## src/hdl/usbts_pkg.sv

```systemverilog
// package for the usb transfer status and endpoint control block
// assumes one 50 MHz engine clock and a plain register port
package usbts_pkg;

    // ==================================================================
    // register map
    localparam logic [3:0] ADDR_EP_CTRL_BASE = 4'h0;  // eight control regs at 0..7
    localparam logic [3:0] ADDR_XFER_STATUS  = 4'h8;
    localparam logic [3:0] ADDR_FLAG_CTRL    = 4'h9;  // bit0 done flag, write 1 clears
    localparam int         NUM_EP            = 8;
    localparam int         FIFO_DEPTH        = 4;

    // ==================================================================
    // field positions
    localparam int CTL_HSHK_BIT  = 4;
    localparam int CTL_SETUP_BIT = 3;
    localparam int CTL_OUT_BIT   = 2;
    localparam int CTL_IN_BIT    = 1;
    localparam int CTL_STALL_BIT = 0;
    localparam int STS_EP_LSB    = 3;
    localparam int STS_DIR_BIT   = 2;
    localparam int STS_BANK_BIT  = 1;
    localparam logic [4:0] CTL_RESET = 5'h00;

    // ==================================================================
    // timing
    localparam int CLK_MHZ          = 50;
    localparam int VALID_DELAY_CLKS = 2;   // window valid one clock after flag
    localparam int REASSERT_MAX_NS  = 6 * 83; // six instruction cycles at 12 MIPS
    localparam int REASSERT_MAX_CLK = (REASSERT_MAX_NS * CLK_MHZ) / 1000;

    typedef struct packed {
        logic [2:0] ep;
        logic       dir_in;
        logic       bank_odd;
    } usbts_entry_type;

    typedef enum logic [1:0] {
        USBTS_TOK_OUT,
        USBTS_TOK_IN,
        USBTS_TOK_SETUP
    } usbts_token_type;

endpackage : usbts_pkg
```

## src/hdl/usbts_core.sv

```systemverilog
// transfer status fifo and endpoint control registers of the serial engine
// assumes the packet engine gives one-cycle token and completion pulses
//
// Our own choices: the plain strobed port and the placing of the registers.
`timescale 1ns/100ps

module usbts_core
    import usbts_pkg::*;
(
    input  wire logic              i_sys_clk,
    input  wire logic              i_srst,
    input  wire logic [3:0]        i_reg_addr,
    input  wire logic [7:0]        i_reg_wdata,
    input  wire logic              i_reg_wr,
    input  wire logic              i_reg_rd,
    output logic      [7:0]        o_reg_rdata,
    input  wire logic              i_tok_valid,
    input  wire logic [2:0]        i_tok_ep,
    input  wire usbts_token_type   i_tok_kind,
    input  wire logic              i_xfer_done,
    input  wire usbts_entry_type   i_xfer_entry,
    input  wire logic              i_stall_sent,
    input  wire logic [2:0]        i_stall_ep,
    output logic                   o_resp_valid,
    output logic                   o_resp_ack,
    output logic                   o_resp_nak,
    output logic                   o_resp_stall,
    output logic                   o_resp_none,
    output logic                   o_transfer_done_flag
);

    // ==================================================================
    // endpoint control registers
    logic [4:0] ctl_q [NUM_EP];
    logic [4:0] ctl_d [NUM_EP];

    genvar g;
    generate
        for (g = 0; g < NUM_EP; g++) begin : g_ep
            always_comb begin
                ctl_d[g] = ctl_q[g];
                if (i_reg_wr && i_reg_addr == ADDR_EP_CTRL_BASE + 4'(g)) begin
                    ctl_d[g] = i_reg_wdata[4:0];
                end
                // set wins over a firmware clear in the same cycle
                if (i_stall_sent && i_stall_ep == 3'(g)) begin
                    ctl_d[g][CTL_STALL_BIT] = 1'b1;
                end
            end
            always_ff @(posedge i_sys_clk) begin
                if (i_srst) begin
                    ctl_q[g] <= CTL_RESET;
                end else begin
                    ctl_q[g] <= ctl_d[g];
                end
            end
            ctl_write_a: assert property (@(posedge i_sys_clk) disable iff (i_srst)
                (i_reg_wr && i_reg_addr == ADDR_EP_CTRL_BASE + 4'(g)
                 && !(i_stall_sent && i_stall_ep == 3'(g)))
                |=> ctl_q[g] == $past(i_reg_wdata[4:0]))
                else $error("control write lost");
            stall_hold_a: assert property (@(posedge i_sys_clk) disable iff (i_srst)
                (ctl_q[g][CTL_STALL_BIT] && !(i_reg_wr && i_reg_addr == ADDR_EP_CTRL_BASE + 4'(g)))
                |=> ctl_q[g][CTL_STALL_BIT])
                else $error("stall bit dropped without a write");
        end
    endgenerate

    // ==================================================================
    // status fifo
    usbts_entry_type fifo_q [FIFO_DEPTH];
    usbts_entry_type fifo_d [FIFO_DEPTH];
    logic [1:0] rd_ptr_q, rd_ptr_d, wr_ptr_q, wr_ptr_d;
    logic [2:0] count_q, count_d;
    logic       flag_q, flag_d;
    logic [1:0] age_q, age_d;        // clocks since the head became visible
    logic       pop, push;

    assign pop  = i_reg_wr && i_reg_addr == ADDR_FLAG_CTRL && i_reg_wdata[0] && flag_q;
    // completions that arrive while full are dropped, not queued
    assign push = i_xfer_done && count_q != 3'(FIFO_DEPTH);

    always_comb begin
        fifo_d   = fifo_q;
        rd_ptr_d = rd_ptr_q;
        wr_ptr_d = wr_ptr_q;
        count_d  = count_q;
        if (push) begin
            fifo_d[wr_ptr_q] = i_xfer_entry;
            wr_ptr_d         = wr_ptr_q + 2'h1;
        end
        if (pop) begin
            rd_ptr_d = rd_ptr_q + 2'h1;
        end
        count_d = count_q + 3'(push) - 3'(pop);
        // flag follows fifo occupancy, one clock after a pop the next head raises it
        flag_d = pop ? 1'b0 : (count_q != 3'h0);
        age_d  = (pop || count_q == 3'h0) ? 2'h0
               : (age_q == 2'h3 ? age_q : age_q + 2'h1);
    end

    always_ff @(posedge i_sys_clk) begin
        if (i_srst) begin
            rd_ptr_q <= 2'h0;
            wr_ptr_q <= 2'h0;
            count_q  <= 3'h0;
            flag_q   <= 1'b0;
            age_q    <= 2'h0;
            for (int i = 0; i < FIFO_DEPTH; i++) begin
                fifo_q[i] <= '0;
            end
        end else begin
            rd_ptr_q <= rd_ptr_d;
            wr_ptr_q <= wr_ptr_d;
            count_q  <= count_d;
            flag_q   <= flag_d;
            age_q    <= age_d;
            fifo_q   <= fifo_d;
        end
    end

    // ==================================================================
    // token response
    logic [4:0] tctl;
    logic       t_allowed, t_full;
    logic       r_valid_d, r_ack_d, r_nak_d, r_stall_d, r_none_d;
    logic       r_valid_q, r_ack_q, r_nak_q, r_stall_q, r_none_q;

    always_comb begin
        tctl   = ctl_q[i_tok_ep];
        t_full = count_q == 3'(FIFO_DEPTH);
        case (i_tok_kind)
            USBTS_TOK_OUT:   t_allowed = tctl[CTL_OUT_BIT];
            USBTS_TOK_IN:    t_allowed = tctl[CTL_IN_BIT];
            USBTS_TOK_SETUP: t_allowed = !tctl[CTL_SETUP_BIT]
                                         && tctl[CTL_OUT_BIT];
            default:         t_allowed = 1'b0;
        endcase
        r_valid_d = i_tok_valid;
        r_ack_d   = 1'b0;
        r_nak_d   = 1'b0;
        r_stall_d = 1'b0;
        r_none_d  = 1'b0;
        if (i_tok_valid) begin
            if (!t_allowed || !tctl[CTL_HSHK_BIT]) begin
                r_none_d = 1'b1;
            end else if (tctl[CTL_STALL_BIT]) begin
                r_stall_d = 1'b1;
            end else if (t_full) begin
                r_nak_d = 1'b1;
            end else begin
                r_ack_d = 1'b1;
            end
        end
    end

    always_ff @(posedge i_sys_clk) begin
        if (i_srst) begin
            r_valid_q <= 1'b0;
            r_ack_q   <= 1'b0;
            r_nak_q   <= 1'b0;
            r_stall_q <= 1'b0;
            r_none_q  <= 1'b0;
        end else begin
            r_valid_q <= r_valid_d;
            r_ack_q   <= r_ack_d;
            r_nak_q   <= r_nak_d;
            r_stall_q <= r_stall_d;
            r_none_q  <= r_none_d;
        end
    end

    // ==================================================================
    // register read
    logic [7:0] rdata_d, rdata_q;
    usbts_entry_type head;

    always_comb begin
        head    = fifo_q[rd_ptr_q];
        rdata_d = 8'h00;
        if (i_reg_rd) begin
            if (i_reg_addr < ADDR_XFER_STATUS) begin
                rdata_d = {3'h0, ctl_q[i_reg_addr[2:0]]};
            end else if (i_reg_addr == ADDR_XFER_STATUS) begin
                // head entry is stale until one clock after the flag rose
                if (age_q >= 2'(VALID_DELAY_CLKS)) begin
                    rdata_d[STS_EP_LSB +: 3] = head.ep;
                    rdata_d[STS_DIR_BIT]     = head.dir_in;
                    rdata_d[STS_BANK_BIT]    = head.bank_odd;
                end
            end else if (i_reg_addr == ADDR_FLAG_CTRL) begin
                rdata_d = {7'h00, flag_q};
            end
        end
    end

    always_ff @(posedge i_sys_clk) begin
        if (i_srst) begin
            rdata_q <= 8'h00;
        end else begin
            rdata_q <= rdata_d;
        end
    end

    assign o_reg_rdata          = rdata_q;
    assign o_transfer_done_flag = flag_q;
    assign o_resp_valid         = r_valid_q;
    assign o_resp_ack           = r_ack_q;
    assign o_resp_nak           = r_nak_q;
    assign o_resp_stall         = r_stall_q;
    assign o_resp_none          = r_none_q;

    // ==================================================================
    // clocks spent waiting for the flag while entries are queued
    logic [5:0] wait_q, wait_d;

    always_comb begin
        wait_d = 6'h00;
        if (!flag_q && count_q != 3'h0) begin
            wait_d = (wait_q == 6'h3F) ? wait_q : wait_q + 6'h01;
        end
    end

    always_ff @(posedge i_sys_clk) begin
        if (i_srst) begin
            wait_q <= 6'h00;
        end else begin
            wait_q <= wait_d;
        end
    end

    // ==================================================================
    // checks
    flag_reassert_a: assert property (@(posedge i_sys_clk) disable iff (i_srst)
        (pop && count_q > 3'h1) |=> ##[0:4] o_transfer_done_flag)
        else $error("flag not raised again with entries queued");
    flag_low_a: assert property (@(posedge i_sys_clk) disable iff (i_srst)
        (pop && count_q == 3'h1 && !push) |=> !o_transfer_done_flag [*2])
        else $error("flag raised with empty fifo");
    full_nak_a: assert property (@(posedge i_sys_clk) disable iff (i_srst)
        (i_tok_valid && t_full && t_allowed && tctl[CTL_HSHK_BIT] && !tctl[CTL_STALL_BIT])
        |=> o_resp_nak)
        else $error("full fifo did not nak");
    stall_set_a: assert property (@(posedge i_sys_clk) disable iff (i_srst)
        i_stall_sent |=> ctl_q[$past(i_stall_ep)][CTL_STALL_BIT])
        else $error("stall bit not set");
    no_hshk_a: assert property (@(posedge i_sys_clk) disable iff (i_srst)
        (i_tok_valid && !tctl[CTL_HSHK_BIT]) |=> (o_resp_none && !o_resp_ack))
        else $error("handshake sent while disabled");
    setup_block_a: assert property (@(posedge i_sys_clk) disable iff (i_srst)
        (i_tok_valid && i_tok_kind == USBTS_TOK_SETUP && tctl[CTL_SETUP_BIT]) |=> o_resp_none)
        else $error("setup accepted while disabled");
    count_track_a: assert property (@(posedge i_sys_clk) disable iff (i_srst)
        (push && !pop) |=> count_q == $past(count_q) + 3'h1)
        else $error("push not counted");
    stale_read_a: assert property (@(posedge i_sys_clk) disable iff (i_srst)
        (i_reg_rd && i_reg_addr == ADDR_XFER_STATUS && age_q < 2'h2) |=> o_reg_rdata == 8'h00)
        else $error("window read before valid");
    pad_zero_a: assert property (@(posedge i_sys_clk) disable iff (i_srst)
        (i_reg_rd && i_reg_addr == ADDR_XFER_STATUS)
        |=> (o_reg_rdata[7:6] == 2'h0 && o_reg_rdata[0] == 1'b0))
        else $error("unused status bits not zero");

    // ==================================================================
    // checks on the token answer
    resp_onehot_a: assert property (@(posedge i_sys_clk) disable iff (i_srst)
        o_resp_valid |-> $onehot({o_resp_ack, o_resp_nak, o_resp_stall, o_resp_none}))
        else $error("token answer not exactly one kind");
    out_block_a: assert property (@(posedge i_sys_clk) disable iff (i_srst)
        (i_tok_valid && i_tok_kind == USBTS_TOK_OUT && !tctl[CTL_OUT_BIT]) |=> o_resp_none)
        else $error("out accepted while disabled");
    in_block_a: assert property (@(posedge i_sys_clk) disable iff (i_srst)
        (i_tok_valid && i_tok_kind == USBTS_TOK_IN && !tctl[CTL_IN_BIT]) |=> o_resp_none)
        else $error("in accepted while disabled");
    stall_ignored_a: assert property (@(posedge i_sys_clk) disable iff (i_srst)
        (i_tok_valid && !t_allowed) |=> !o_resp_stall)
        else $error("stall answered on disabled endpoint");
    stall_answer_a: assert property (@(posedge i_sys_clk) disable iff (i_srst)
        (i_tok_valid && t_allowed && tctl[CTL_HSHK_BIT] && tctl[CTL_STALL_BIT])
        |=> o_resp_stall)
        else $error("stalled endpoint not stalled");
    ack_answer_a: assert property (@(posedge i_sys_clk) disable iff (i_srst)
        (i_tok_valid && t_allowed && tctl[CTL_HSHK_BIT] && !tctl[CTL_STALL_BIT] && !t_full)
        |=> o_resp_ack)
        else $error("enabled endpoint not acknowledged");

    // ==================================================================
    // checks on the status fifo
    count_bound_a: assert property (@(posedge i_sys_clk) disable iff (i_srst)
        count_q <= 3'(FIFO_DEPTH))
        else $error("fifo count above depth");
    full_drop_a: assert property (@(posedge i_sys_clk) disable iff (i_srst)
        (i_xfer_done && t_full && !pop) |=> count_q == 3'(FIFO_DEPTH))
        else $error("completion taken while full");
    queue_order_a: assert property (@(posedge i_sys_clk) disable iff (i_srst)
        push |=> fifo_q[$past(wr_ptr_q)] == $past(i_xfer_entry))
        else $error("completion not queued at tail");
    pop_advance_a: assert property (@(posedge i_sys_clk) disable iff (i_srst)
        pop |=> (rd_ptr_q == $past(rd_ptr_q) + 2'h1 && !o_transfer_done_flag))
        else $error("clear did not advance the fifo");
    flag_entry_a: assert property (@(posedge i_sys_clk) disable iff (i_srst)
        o_transfer_done_flag |-> count_q != 3'h0)
        else $error("flag high with empty fifo");
    flag_wait_a: assert property (@(posedge i_sys_clk) disable iff (i_srst)
        wait_q < 6'(REASSERT_MAX_CLK))
        else $error("flag not raised again in time");

    // ==================================================================
    // checks on the register read path
    window_late_a: assert property (@(posedge i_sys_clk) disable iff (i_srst)
        $rose(o_transfer_done_flag) |-> age_q < 2'(VALID_DELAY_CLKS))
        else $error("window valid as the flag rose");
    ep_field_a: assert property (@(posedge i_sys_clk) disable iff (i_srst)
        (i_reg_rd && i_reg_addr == ADDR_XFER_STATUS && age_q >= 2'(VALID_DELAY_CLKS))
        |=> o_reg_rdata[STS_EP_LSB +: 3] == $past(head.ep))
        else $error("endpoint field wrong");
    dir_field_a: assert property (@(posedge i_sys_clk) disable iff (i_srst)
        (i_reg_rd && i_reg_addr == ADDR_XFER_STATUS && age_q >= 2'(VALID_DELAY_CLKS))
        |=> o_reg_rdata[STS_DIR_BIT] == $past(head.dir_in))
        else $error("direction field wrong");
    bank_field_a: assert property (@(posedge i_sys_clk) disable iff (i_srst)
        (i_reg_rd && i_reg_addr == ADDR_XFER_STATUS && age_q >= 2'(VALID_DELAY_CLKS))
        |=> o_reg_rdata[STS_BANK_BIT] == $past(head.bank_odd))
        else $error("bank field wrong");
    ctl_pad_a: assert property (@(posedge i_sys_clk) disable iff (i_srst)
        (i_reg_rd && i_reg_addr < ADDR_XFER_STATUS) |=> o_reg_rdata[7:5] == 3'h0)
        else $error("unused control bits not zero");
    idle_read_a: assert property (@(posedge i_sys_clk) disable iff (i_srst)
        !i_reg_rd |=> o_reg_rdata == 8'h00)
        else $error("read data without a read");

    fill_c:  cover property (@(posedge i_sys_clk) count_q == 3'h4);
    nak_c:   cover property (@(posedge i_sys_clk) o_resp_nak);
    pop_c:   cover property (@(posedge i_sys_clk) pop && count_q > 3'h1);
    stall_c: cover property (@(posedge i_sys_clk) o_resp_stall);
    stale_c: cover property (@(posedge i_sys_clk)
        i_reg_rd && i_reg_addr == ADDR_XFER_STATUS && age_q < 2'h2);

endmodule : usbts_core

```

## config.mk

```make
export PLATFORM = sky130hd
export DESIGN_NAME = usbts_core
export DESIGN_NICKNAME = d
export VERILOG_FILES = /design/src/hdl/usbts_pkg.sv /design/src/hdl/usbts_core.sv
export SDC_FILE = /design/constraint.sdc
export NUM_CORES = 1
export LEC_CHECK = 0
export BUFFER_PORTS_ARGS = -buffer_cell sky130_fd_sc_hd__buf_2
export CORE_MARGIN = 4
export CORE_UTILIZATION = 45
export CTS_CLUSTER_DIAMETER = 120
export DETAILED_ROUTE_END_ITERATION = 16
export HOLD_SLACK_MARGIN = 0.1
export MAX_ROUTING_LAYER = met4
export PLACE_DENSITY = 0.66
export REMOVE_ABC_BUFFERS = 1
export SYNTH_ARGS = -nofsm -noshare
export SYNTH_HDL_FRONTEND = slang
export SYNTH_SLANG_ARGS = --single-unit
export TNS_END_PERCENT = 100
```

## constraint.sdc

```tcl
create_clock -name i_sys_clk -period 1.9 [get_ports i_sys_clk]
set_input_delay 0.19 -clock i_sys_clk [delete_from_list [all_inputs] [get_ports i_sys_clk]]
set_output_delay 0.19 -clock i_sys_clk [all_outputs]
set_load 0.005 [all_outputs]
```

==> results of run 1 <==
final cells by class:
| type | instances | area, µm² |
|---|---|---|
| Clock buffer | 12 | 188 |
| Clock inverter | 4 | 30.0 |
| Fill cell | 843 | 4360 |
| Inverter | 14 | 52.6 |
| Multi-Input combinational cell | 282 | 2030 |
| Sequential cell | 81 | 2020 |
| Tap cell | 111 | 139 |
| Timing Repair Buffer | 62 | 370 |
worst max-delay path, delay by kind of cell, from the launching register on:
kind                       cells  cell delay [ps]
buffers and inverters          2              130
and+or+nand+nor                3              430
adders and majority gates      3              820
DFF                            1              340
power by group through the flow:
stage,Sequential (mW),Combinational (mW),Clock [mW]
CTS,2.06,0.775,1.36
finish,2.06,0.785,1.33
detailed placement,2.09,0.767,0
floorplan,2.08,0.446,0
global route,2.08,0.873,1.43
global placement,2.09,0.751,0
how the worst min path moves through the flow:
stage | from | endpoint | slack (ps) | cells after the start
after floorplan | i_srst | fifo_q[0] | 260 | 1
after global placement | fifo_q[0] | fifo_q[0] | 440 | 2
after detailed placement | fifo_q[6] | fifo_q[6] | 450 | 2
after CTS | i_xfer_entry[2] | fifo_q[12] | 100 | 3
after global routing | i_xfer_entry[1] | fifo_q[11] | 110 | 3
final | i_tok_valid | o_resp_valid | 110 | 3
timing repair:
action	4_1_cts	5_1_grt
pin swaps	0	4
hold buffers	2	0
gates resized for setup	1	6
endpoints found under the hold margin	4	0
cloned	0	0
setup endpoints to repair	1	2
kinds of logic (layout without fill, tap and decap cells):
kind of cell	count (synthesis)	after routing	share of synthesized area, %
xor gates and xnor gates	6	6	1.24
buffers and inverters	38	92	4.62
and+or+nand+nor	191	191	24.4
DFF	81	81	47.8
AOI/OAI and AO/OA	46	46	6.39
muxes	28	28	12.5
other	1	2	0.0887
adders and majority gates	9	9	2.84
sequential cells by signal (all words and copies together) (netlist names), 2 cells and up:
signal and cells:
fifo_q 20, wr_ptr_q 2, count_q 3, ctl_q 40, o_reg_rdata 6, age_q 2, rd_ptr_q 2
per-stage QoR:
stage	cell area, µm²	worst slack [ps]	hold slack [ps]	instances	utilization, %
6_report	4840	89.2	114	566	52.6
5_1_grt	4840	6.91	109	566	52.6
4_1_cts	4820	25.0	100	566	52.4
3_3_place_gp	4580	46.5	440	548	49.8
3_5_place_dp	4580	16.1	447	548	49.8
2_1_floorplan	4090	-854	259	377	-
layer usage:
| layer | global-route usage (%) | up-vias |
|---|---|---|
| met5 | - | - |
| met2 | 31.5 | 104 |
| met3 | 3.27 | 10 |
| met4 | 5.62 | 0 |
| met1 | 24.3 | 1507 |
| li1 | - | 1517 |
layout by cell type, fill, tap and decap left out, types with 3 or more instances in the layout:
cell type | Yosys | routed
a21oi_1 | 32 | 32
and2_1 | 38 | 38
buf_2 | 6 | 40
buf_4 | 2 | 20
clkbuf_8 | 0 | 10
dfxtp_1 | 41 | 39
edfxtp_1 | 40 | 40
ha_1 | 8 | 7
inv_1 | 14 | 15
mux2i_1 | 8 | 8
mux4_1 | 3 | 3
mux4_2 | 16 | 16
nand2_1 | 47 | 47
nand2b_1 | 10 | 10
nand3_1 | 21 | 21
nand4b_1 | 4 | 4
nor2_1 | 19 | 19
nor2b_1 | 9 | 8
nor3_1 | 11 | 11
nor4_1 | 5 | 5
o22ai_1 | 4 | 4
or2_2 | 9 | 9
or3_1 | 5 | 5
xnor2_1 | 4 | 4
synth_stat cells, types with 2 or more instances:
cell type / instances / area share (%)
buf_1: 3 / 0.27
xor2_1: 2 / 0.41
nor3_1: 11 / 1.3
xnor2_1: 4 / 0.83
nor4_1: 5 / 0.74
clkbuf_1: 8 / 0.71
nand4b_1: 4 / 0.83
or3_1: 5 / 0.74
edfxtp_1: 40 / 28
a311oi_1: 2 / 0.41
a221oi_1: 2 / 0.41
a21oi_1: 32 / 3.8
nor2_1: 19 / 1.7
nor2b_1: 9 / 1.3
buf_2: 6 / 0.71
inv_1: 14 / 1.2
or2b_1: 2 / 0.36
or2_2: 9 / 1.3
buf_6: 5 / 1.3
buf_4: 2 / 0.36
mux2i_1: 8 / 1.9
nand2b_1: 10 / 1.5
o22ai_1: 4 / 0.59
and2_1: 38 / 5.6
o221ai_1: 2 / 0.41
nand3b_1: 2 / 0.36
ha_1: 8 / 2.4
nand2_1: 47 / 4.2
nor3b_1: 3 / 0.53
nand3_1: 21 / 2.5
mux4_1: 3 / 1.9
dfxtp_1: 41 / 19
mux4_2: 16 / 8.5
==> results.json, run 1 <==
{
  "grt_first_pass_wirelength_um": 15700,
  "clk_pin_slew_ps": 80,
  "fin_crit_ps": 1810,
  "antenna_found_initial": 0,
  "syn_to_final_growth_pct": 14.4,
  "power_mw": 4.18,
  "vias_per_cell": 5.54,
  "crit_path_frequent_cell": "inv_1",
  "cts_tree": "yes",
  "power_frac_comb_pct": 18.8,
  "synth-async-reset-ratio_pct": 0,
  "grt_max_degree": 31,
  "min_path_type": "in -> reg",
  "worstSetupStartpointType": "flip-flop",
  "seqPwrFrac_pct": 49.4,
  "regToRegEndpoint": "count_q[1]",
  "drtIter0Drc": 206,
  "reg2reg_from": "count_q[0]",
  "ios": 46,
  "die_area_mm2": 0.0110,
  "drive_gt1_share_pct": 24.2,
  "grt_overflow": 0,
  "routed_wl_um": 9730,
  "max_stage_delay_ps": 420,
  "final_hold_viol_count": 0,
  "std_cell_rows": 35,
  "post_cts_buffers": 0,
  "skew_ps": 8.05,
  "core_area_mm2": 0.00920,
  "drv_cap": 0,
  "ys_warn_count": 0,
  "synth-seq-cells": 81,
  "wl_met2_um": 4940,
  "n_antenna_cell": 0,
  "syn_area_per_cell_um2": 10.6,
  "hpwl_um": 7370,
  "die_x_um": 105,
  "p_per_area_mw_per_mm2": 864,
  "yosysSeqAreaShare_pct": 47.8,
  "critPathMaxFanout": 2,
  "cts.sinks": 81,
  "ctsHtreeMaxLevel": 3,
  "firstDrtPassIters": 5,
  "setup_viol_count_final": 0,
  "dr_total_vias": 3138,
  "critPathCapture": "count_q[1]",
  "drc_errors": 0,
  "endpoint_kind": "flip-flop",
  "synth.distinct_cells": 46,
  "synth_enable_flop_cells": 40,
  "port_buffers": 40,
  "crit_start": "count_q[0]",
  "reg2regPathDepth": 8,
  "synthFlopType": "dfxtp_1",
  "vdd_drop_max_mv": 0.335,
  "route.met3.wl_um": 587,
  "final_antenna_net_count": 0,
  "clkPwrFrac_pct": 31.9,
  "crit_type": "reg -> reg",
  "p_leak_nw": 1.86,
  "crit_slowest_cell": "fa_2",
  "setup-tns-final_ps": 0,
  "met1_length_um": 4080,
  "p_switching_mw": 1.17,
  "cts-root-buf": "clkbuf_8",
  "grt_setup_unrepaired": "false",
  "first_global_vias": 3044,
  "dieHeight_um": 105,
  "gp_congestion": 0.835,
  "track_usage_pct": 19.1,
  "sw_frac_of_total_pct": 28.0,
  "status": "complete, no violations",
  "worstPathRequired_ps": 2150,
  "rrSetupSlack_ps": 90,
  "intPower_mw": 3.01,
  "synth_cells": 400,
  "drv_slew": 0,
  "nNetsFinal": 491,
  "synth_area_mm2": 0.00423,
  "start_util_pct": 46.0,
  "dr.max_layer_used": "met4",
  "period_share_pct": 95.3,
  "cts_inserted_buffers": 9,
  "clk_latency_ps": 350,
  "critPathArrivalTime_ps": 2060,
  "clk_path_buf_depth": 2,
  "crit_chain": "nor3b_4, nor2b_2, inv_1, ha_1, inv_1, ha_2, fa_2, nor2b_1",
  "fmaxAchievable_ghz": 0.552,
  "wire_per_inst_um": 17.2
}
Note: power is estimated with default switching activity, not from simulation.
==> inputs of run 2 (changes only) <==
--- a/config.mk
+++ b/config.mk
@@ -6,7 +6,7 @@
 export NUM_CORES = 1
 export LEC_CHECK = 0
 export BUFFER_PORTS_ARGS = -buffer_cell sky130_fd_sc_hd__buf_2
-export CORE_MARGIN = 4
+export CORE_MARGIN = 8
 export CORE_UTILIZATION = 45
 export CTS_CLUSTER_DIAMETER = 120
 export DETAILED_ROUTE_END_ITERATION = 16
==> results.json, run 2 (synthesis gave the netlist of run 1 again) <==
{
  "critPathArrivalTime_ps": 2100,
  "final_common_cell": "nand2_1",
  "sw_frac_of_total_pct": 28.6,
  "place_area_mm2": 0.00458,
  "gp_congestion": 0.827,
  "final_hold_viol_count": 0,
  "clk_latency_ps": 350,
  "seqPwrFrac_pct": 51.3,
  "firstDrtPassIters": 4,
  "ctsHtreeMaxLevel": 3,
  "cts_tree": "yes",
  "p_per_area_mw_per_mm2": 836,
  "cts_hold_buffers": 0,
  "power_frac_comb_pct": 20.4,
  "antenna_found_initial": 0,
  "power_mw": 4.01,
  "vias_per_cell": 5.51,
  "cts.sinks": 81,
  "cts-root-buf": "clkbuf_8",
  "nNetsFinal": 492,
  "hpwl_um": 7230,
  "largest_reg_flops": 40,
  "vdd_drop_max_mv": 0.340,
  "drv_slew": 0,
  "setup_viol_count_final": 0,
  "intPower_mw": 2.86,
  "clk_path_buf_depth": 2,
  "worstPathRequired_ps": 2110,
  "grt_first_pass_wirelength_um": 15200,
  "layout.cells.non_filler": 567,
  "drive_gt1_share_pct": 24.8,
  "start_util_pct": 46.0,
  "drtIter0Drc": 381,
  "grt_overflow": 0,
  "largest_register": "ctl_q",
  "die_area_mm2": 0.0128,
  "worstSetupStartpointType": "flip-flop",
  "final_antenna_net_count": 0,
  "fin_util_pct": 52.2,
  "dieHeight_um": 113,
  "clkPwrFrac_pct": 28.2,
  "first_global_vias": 3004,
  "dp_cells": 548,
  "skew_ps": 14.1,
  "whs_ps": 117,
  "crit_type": "reg -> reg",
  "syn_to_final_growth_pct": 13.5,
  "fin_crit_ps": 1890,
  "ios": 46,
  "track_usage_pct": 15.6,
  "die_x_um": 113,
  "design_area_mm2": 0.00480,
  "std_cell_rows": 35,
  "critPathMaxFanout": 2,
  "routed_wl_um": 9600,
  "p_leak_nw": 1.84,
  "min_path_type": "in -> reg",
  "clk_pin_slew_ps": 90,
  "mostFrequentLayoutCells": "47 x nand2_1, 40 x dfxtp_1, 40 x edfxtp_1, 40 x buf_2, 38 x and2_1",
  "period_share_pct": 99.3,
  "status": "complete, no violations",
  "grt_setup_unrepaired": "true",
  "grt_max_degree": 37,
  "wire_per_inst_um": 16.9,
  "fmaxAchievable_ghz": 0.530,
  "drv_cap": 0,
  "slew_headroom_pct": 59.5,
  "tightestPinTransition_ps": 608,
  "p_switching_mw": 1.15,
  "core_area_mm2": 0.00920,
  "dr_total_vias": 3124,
  "endpoint_kind": "flip-flop",
  "port_buffers": 40,
  "cts_inserted_buffers": 9,
  "n_antenna_cell": 0,
  "drc_errors": 0
}
==> run 2: cell count changes in the layout (fill, tap and decap cells not counted), moves of 2 or more <==
cell	before	now
clkinv_2	0	2
inv_4	1	3
clkbuf_16	2	0
dlygate4sd3_1	2	0
buf_4	20	23
==> run 2: stage by stage <==
step	setup TNS, ps	worst slack, ps
5_1_grt	-138	-72.3
6_report	0	12.7
2_1_floorplan	-3550	-854
3_3_place_gp	0	12.5
3_5_place_dp	-21.7	-19.2
4_1_cts	-36.2	-18.9
==> run 2: cell type report <==
| class | instances | area, µm² |
|---|---|---|
| repair buffers | 63 | 373 |
| fillers | 814 | 4400 |
| flip-flops and latches | 81 | 2020 |
| clock inverters | 5 | 28.8 |
| clock buffers | 11 | 141 |
| inverters | 14 | 52.6 |
| multi-input cells | 282 | 2040 |
| well taps | 111 | 139 |
==> run 2: what timing repair did <==
| item | in CTS | in global routing |
|---|---|---|
| setup buffers | 1 | 2 |
| gates resized for setup | 0 | 7 |
| pin swaps | 1 | 4 |
| endpoints found under the setup margin | 2 | 2 |
==> run 2: per-layer routing <==
| metal | vias up | share of wire (%) | global-route usage (%) |
|---|---|---|---|
| li1 | 1521 | - | - |
| met1 | 1478 | 44 | 19.8 |
| met2 | 109 | 47 | 24.4 |
| met3 | 16 | 7.0 | 2.93 |
| met4 | 0 | 1.7 | 5.95 |
| met5 | - | 0 | - |
==> run 2: power by group through the flow <==
stage          Combinational, mW  Clock, mW  Sequential, mW
4_1_cts                    0.778       1.15            2.05
6_report                   0.819       1.13            2.06
3_3_place_gp               0.752          0            2.08
5_1_grt                    0.902       1.21            2.08
3_5_place_dp               0.770          0            2.09
2_1_floorplan              0.446          0            2.08
==> run 2: critical path: stages, from the launching register on <==
cell and delay (ps):
dfxtp_2 320, nor3b_4 140, nor2b_2 140, inv_1 70, ha_1 290, inv_1 60
ha_2 170, fa_2 420, nor2b_1 140
==> run 2: worst paths after layout <==
| path | to | cells after the start | start | slack (ps) |
|---|---|---|---|---|
| worst max-delay path | count_q[1] | 8 | count_q[2] | 10 |
| worst min-delay path | fifo_q[4] | 3 | i_xfer_entry[4] | 120 |
| worst max register to register | count_q[1] | 8 | count_q[2] | 10 |
| worst min register to register | fifo_q[11] | 2 | fifo_q[11] | 460 |
==> inputs of run 3 (changes only) <==
--- a/config.mk
+++ b/config.mk
@@ -7,12 +7,12 @@
 export LEC_CHECK = 0
 export BUFFER_PORTS_ARGS = -buffer_cell sky130_fd_sc_hd__buf_2
 export CORE_MARGIN = 8
-export CORE_UTILIZATION = 45
+export CORE_UTILIZATION = 53
 export CTS_CLUSTER_DIAMETER = 120
 export DETAILED_ROUTE_END_ITERATION = 16
 export HOLD_SLACK_MARGIN = 0.1
 export MAX_ROUTING_LAYER = met4
-export PLACE_DENSITY = 0.66
+export PLACE_DENSITY = 0.76
 export REMOVE_ABC_BUFFERS = 1
 export SYNTH_ARGS = -nofsm -noshare
 export SYNTH_HDL_FRONTEND = slang
==> results.json, run 3 (synthesis gave the netlist of run 1 again) <==
{
  "firstDrtPassIters": 4,
  "n_fill_cell": 656,
  "crit_family": "adder cells",
  "fin_crit_ps": 1870,
  "drtIter0Drc": 240,
  "cts-root-buf": "clkbuf_8",
  "skew_ps": 11.7,
  "dr_total_vias": 3199,
  "grt_max_degree": 31,
  "crit_type": "reg -> reg",
  "p_leak_nw": 1.82,
  "drv_cap": 0,
  "critPathMaxFanout": 2,
  "cts_inserted_buffers": 9,
  "routed_wl_um": 9900,
  "cts_tree": "yes",
  "mostFrequentLayoutCells": "47 x nand2_1, 40 x dfxtp_1, 40 x edfxtp_1, 40 x buf_2, 38 x and2_1",
  "dieHeight_um": 105,
  "clk_latency_ps": 360,
  "syn_to_final_growth_pct": 13.4,
  "vias_per_cell": 5.78,
  "cts.sinks": 81,
  "endpoint_kind": "flip-flop",
  "core_area_mm2": 0.00773,
  "ctsHtreeMaxLevel": 3,
  "worstPathRequired_ps": 2210,
  "nNetsFinal": 487,
  "antenna_found_initial": 0,
  "port_buffers": 40,
  "grt_overflow": 0,
  "hpwl_um": 7040,
  "drive_gt1_share_pct": 23.3,
  "start_util_pct": 54.7,
  "clk_pin_slew_ps": 100,
  "cp_num_buf_inv": 2,
  "std_cell_rows": 32,
  "drv_slew": 0,
  "worstSetupStartpointType": "flip-flop",
  "clk_path_buf_depth": 2,
  "fin_util_pct": 62.0,
  "first_global_vias": 3311,
  "min_path_type": "in -> reg",
  "largest_register": "ctl_q",
  "period_share_pct": 98.4,
  "vdd_drop_max_mv": 0.547,
  "design_area_mm2": 0.00479,
  "largest_reg_flops": 40,
  "die_area_mm2": 0.0111,
  "grt_setup_unrepaired": "true",
  "p_per_area_mw_per_mm2": 873,
  "setup_viol_count_final": 0,
  "place_area_mm2": 0.00452,
  "wire_per_inst_um": 17.9,
  "ios": 46,
  "grt_first_pass_wirelength_um": 16300,
  "n_antenna_cell": 0,
  "max_stage_delay_ps": 500,
  "crit_path_frequent_cell": "nor2b_1",
  "tightestPinTransition_ps": 586,
  "final_antenna_net_count": 0,
  "drc_errors": 0,
  "critPathArrivalTime_ps": 2170,
  "crit_slowest_cell": "fa_2",
  "final_hold_viol_count": 0,
  "slew_headroom_pct": 60.5,
  "die_x_um": 105,
  "final_common_cell": "nand2_1",
  "track_usage_pct": 19.0,
  "gp_congestion": 0.835,
  "status": "complete, no violations",
  "fmaxAchievable_ghz": 0.535,
  "crit_chain": "nor3b_4, nor2b_1, inv_1, ha_1, inv_2, ha_4, fa_2, nor2b_1"
}
==> run 3: cell count changes in the layout (fill, tap and decap cells not counted), moves of 2 or more <==
cell	delta
inv_6	+3
dlygate4sd3_1	+3
buf_4	-8
clkinv_2	-2
inv_4	-2
==> run 3: timing repair <==
action / CTS / global route
gates resized for setup: 0 / 8
endpoints found under the hold margin: 8 / 0
hold buffers: 3 / 0
buffers inserted: 0 / 1
endpoints found under the setup margin: 0 / 3
==> run 3: area by class of cell <==
cell class | count | area (µm²) | share of cell area (%)
clock buffer | 9 | 124 | 2.58
sequential | 81 | 2020 | 42.2
multi-input combinational | 282 | 2040 | 42.6
timing repair buffer | 58 | 343 | 7.15
tap | 102 | 128 | 2.66
clock inverter | 7 | 82.6 | 1.72
inverter | 14 | 52.6 | 1.10
==> run 3: layer usage <==
layer	global-route usage (%)	routed length, µm
met5	-	0
met3	3.96	581
met2	30.2	4850
met1	22.8	4180
met4	8.26	286
==> run 3: through the flow <==
| step | cells | power, mW | setup slack, ps | setup TNS [ps] | hold WS (ps) |
|---|---|---|---|---|---|
| floorplan | 377 | 2.53 | -854 | -3550 | 259 |
| global placement | 533 | 2.81 | -59.9 | -89.8 | 440 |
| detailed placement | 533 | 2.84 | -74.5 | -121 | 447 |
| CTS | 552 | 4.16 | 12.1 | 0 | 102 |
| global route | 553 | 4.36 | -67.3 | -82.4 | 109 |
| finish | 553 | 4.18 | 31.3 | 0 | 112 |
==> run 3: worst paths after layout <==
check / startpoint / slack [ps] / to / cells after the start
worst max-delay path: count_q[2] / 30 / count_q[1] / 8
worst min-delay path: i_xfer_entry[4] / 110 / fifo_q[14] / 3
worst max register to register: count_q[2] / 30 / count_q[1] / 8
worst min register to register: fifo_q[7] / 460 / fifo_q[7] / 2
==> run 3: power by group <==
| part | total (mW) | switching, mW | internal [mW] |
|---|---|---|---|
| Sequential | 2.06 | 0.0891 | 1.97 |
| Clock | 1.32 | 0.691 | 0.633 |
| Combinational | 0.795 | 0.437 | 0.358 |
| Total | 4.18 | 1.22 | 2.97 |
==> run 3: worst min-delay path, cell delays in order <==
cell     delay, ps
buf_2          120
nand3_1         70
a21oi_1         50
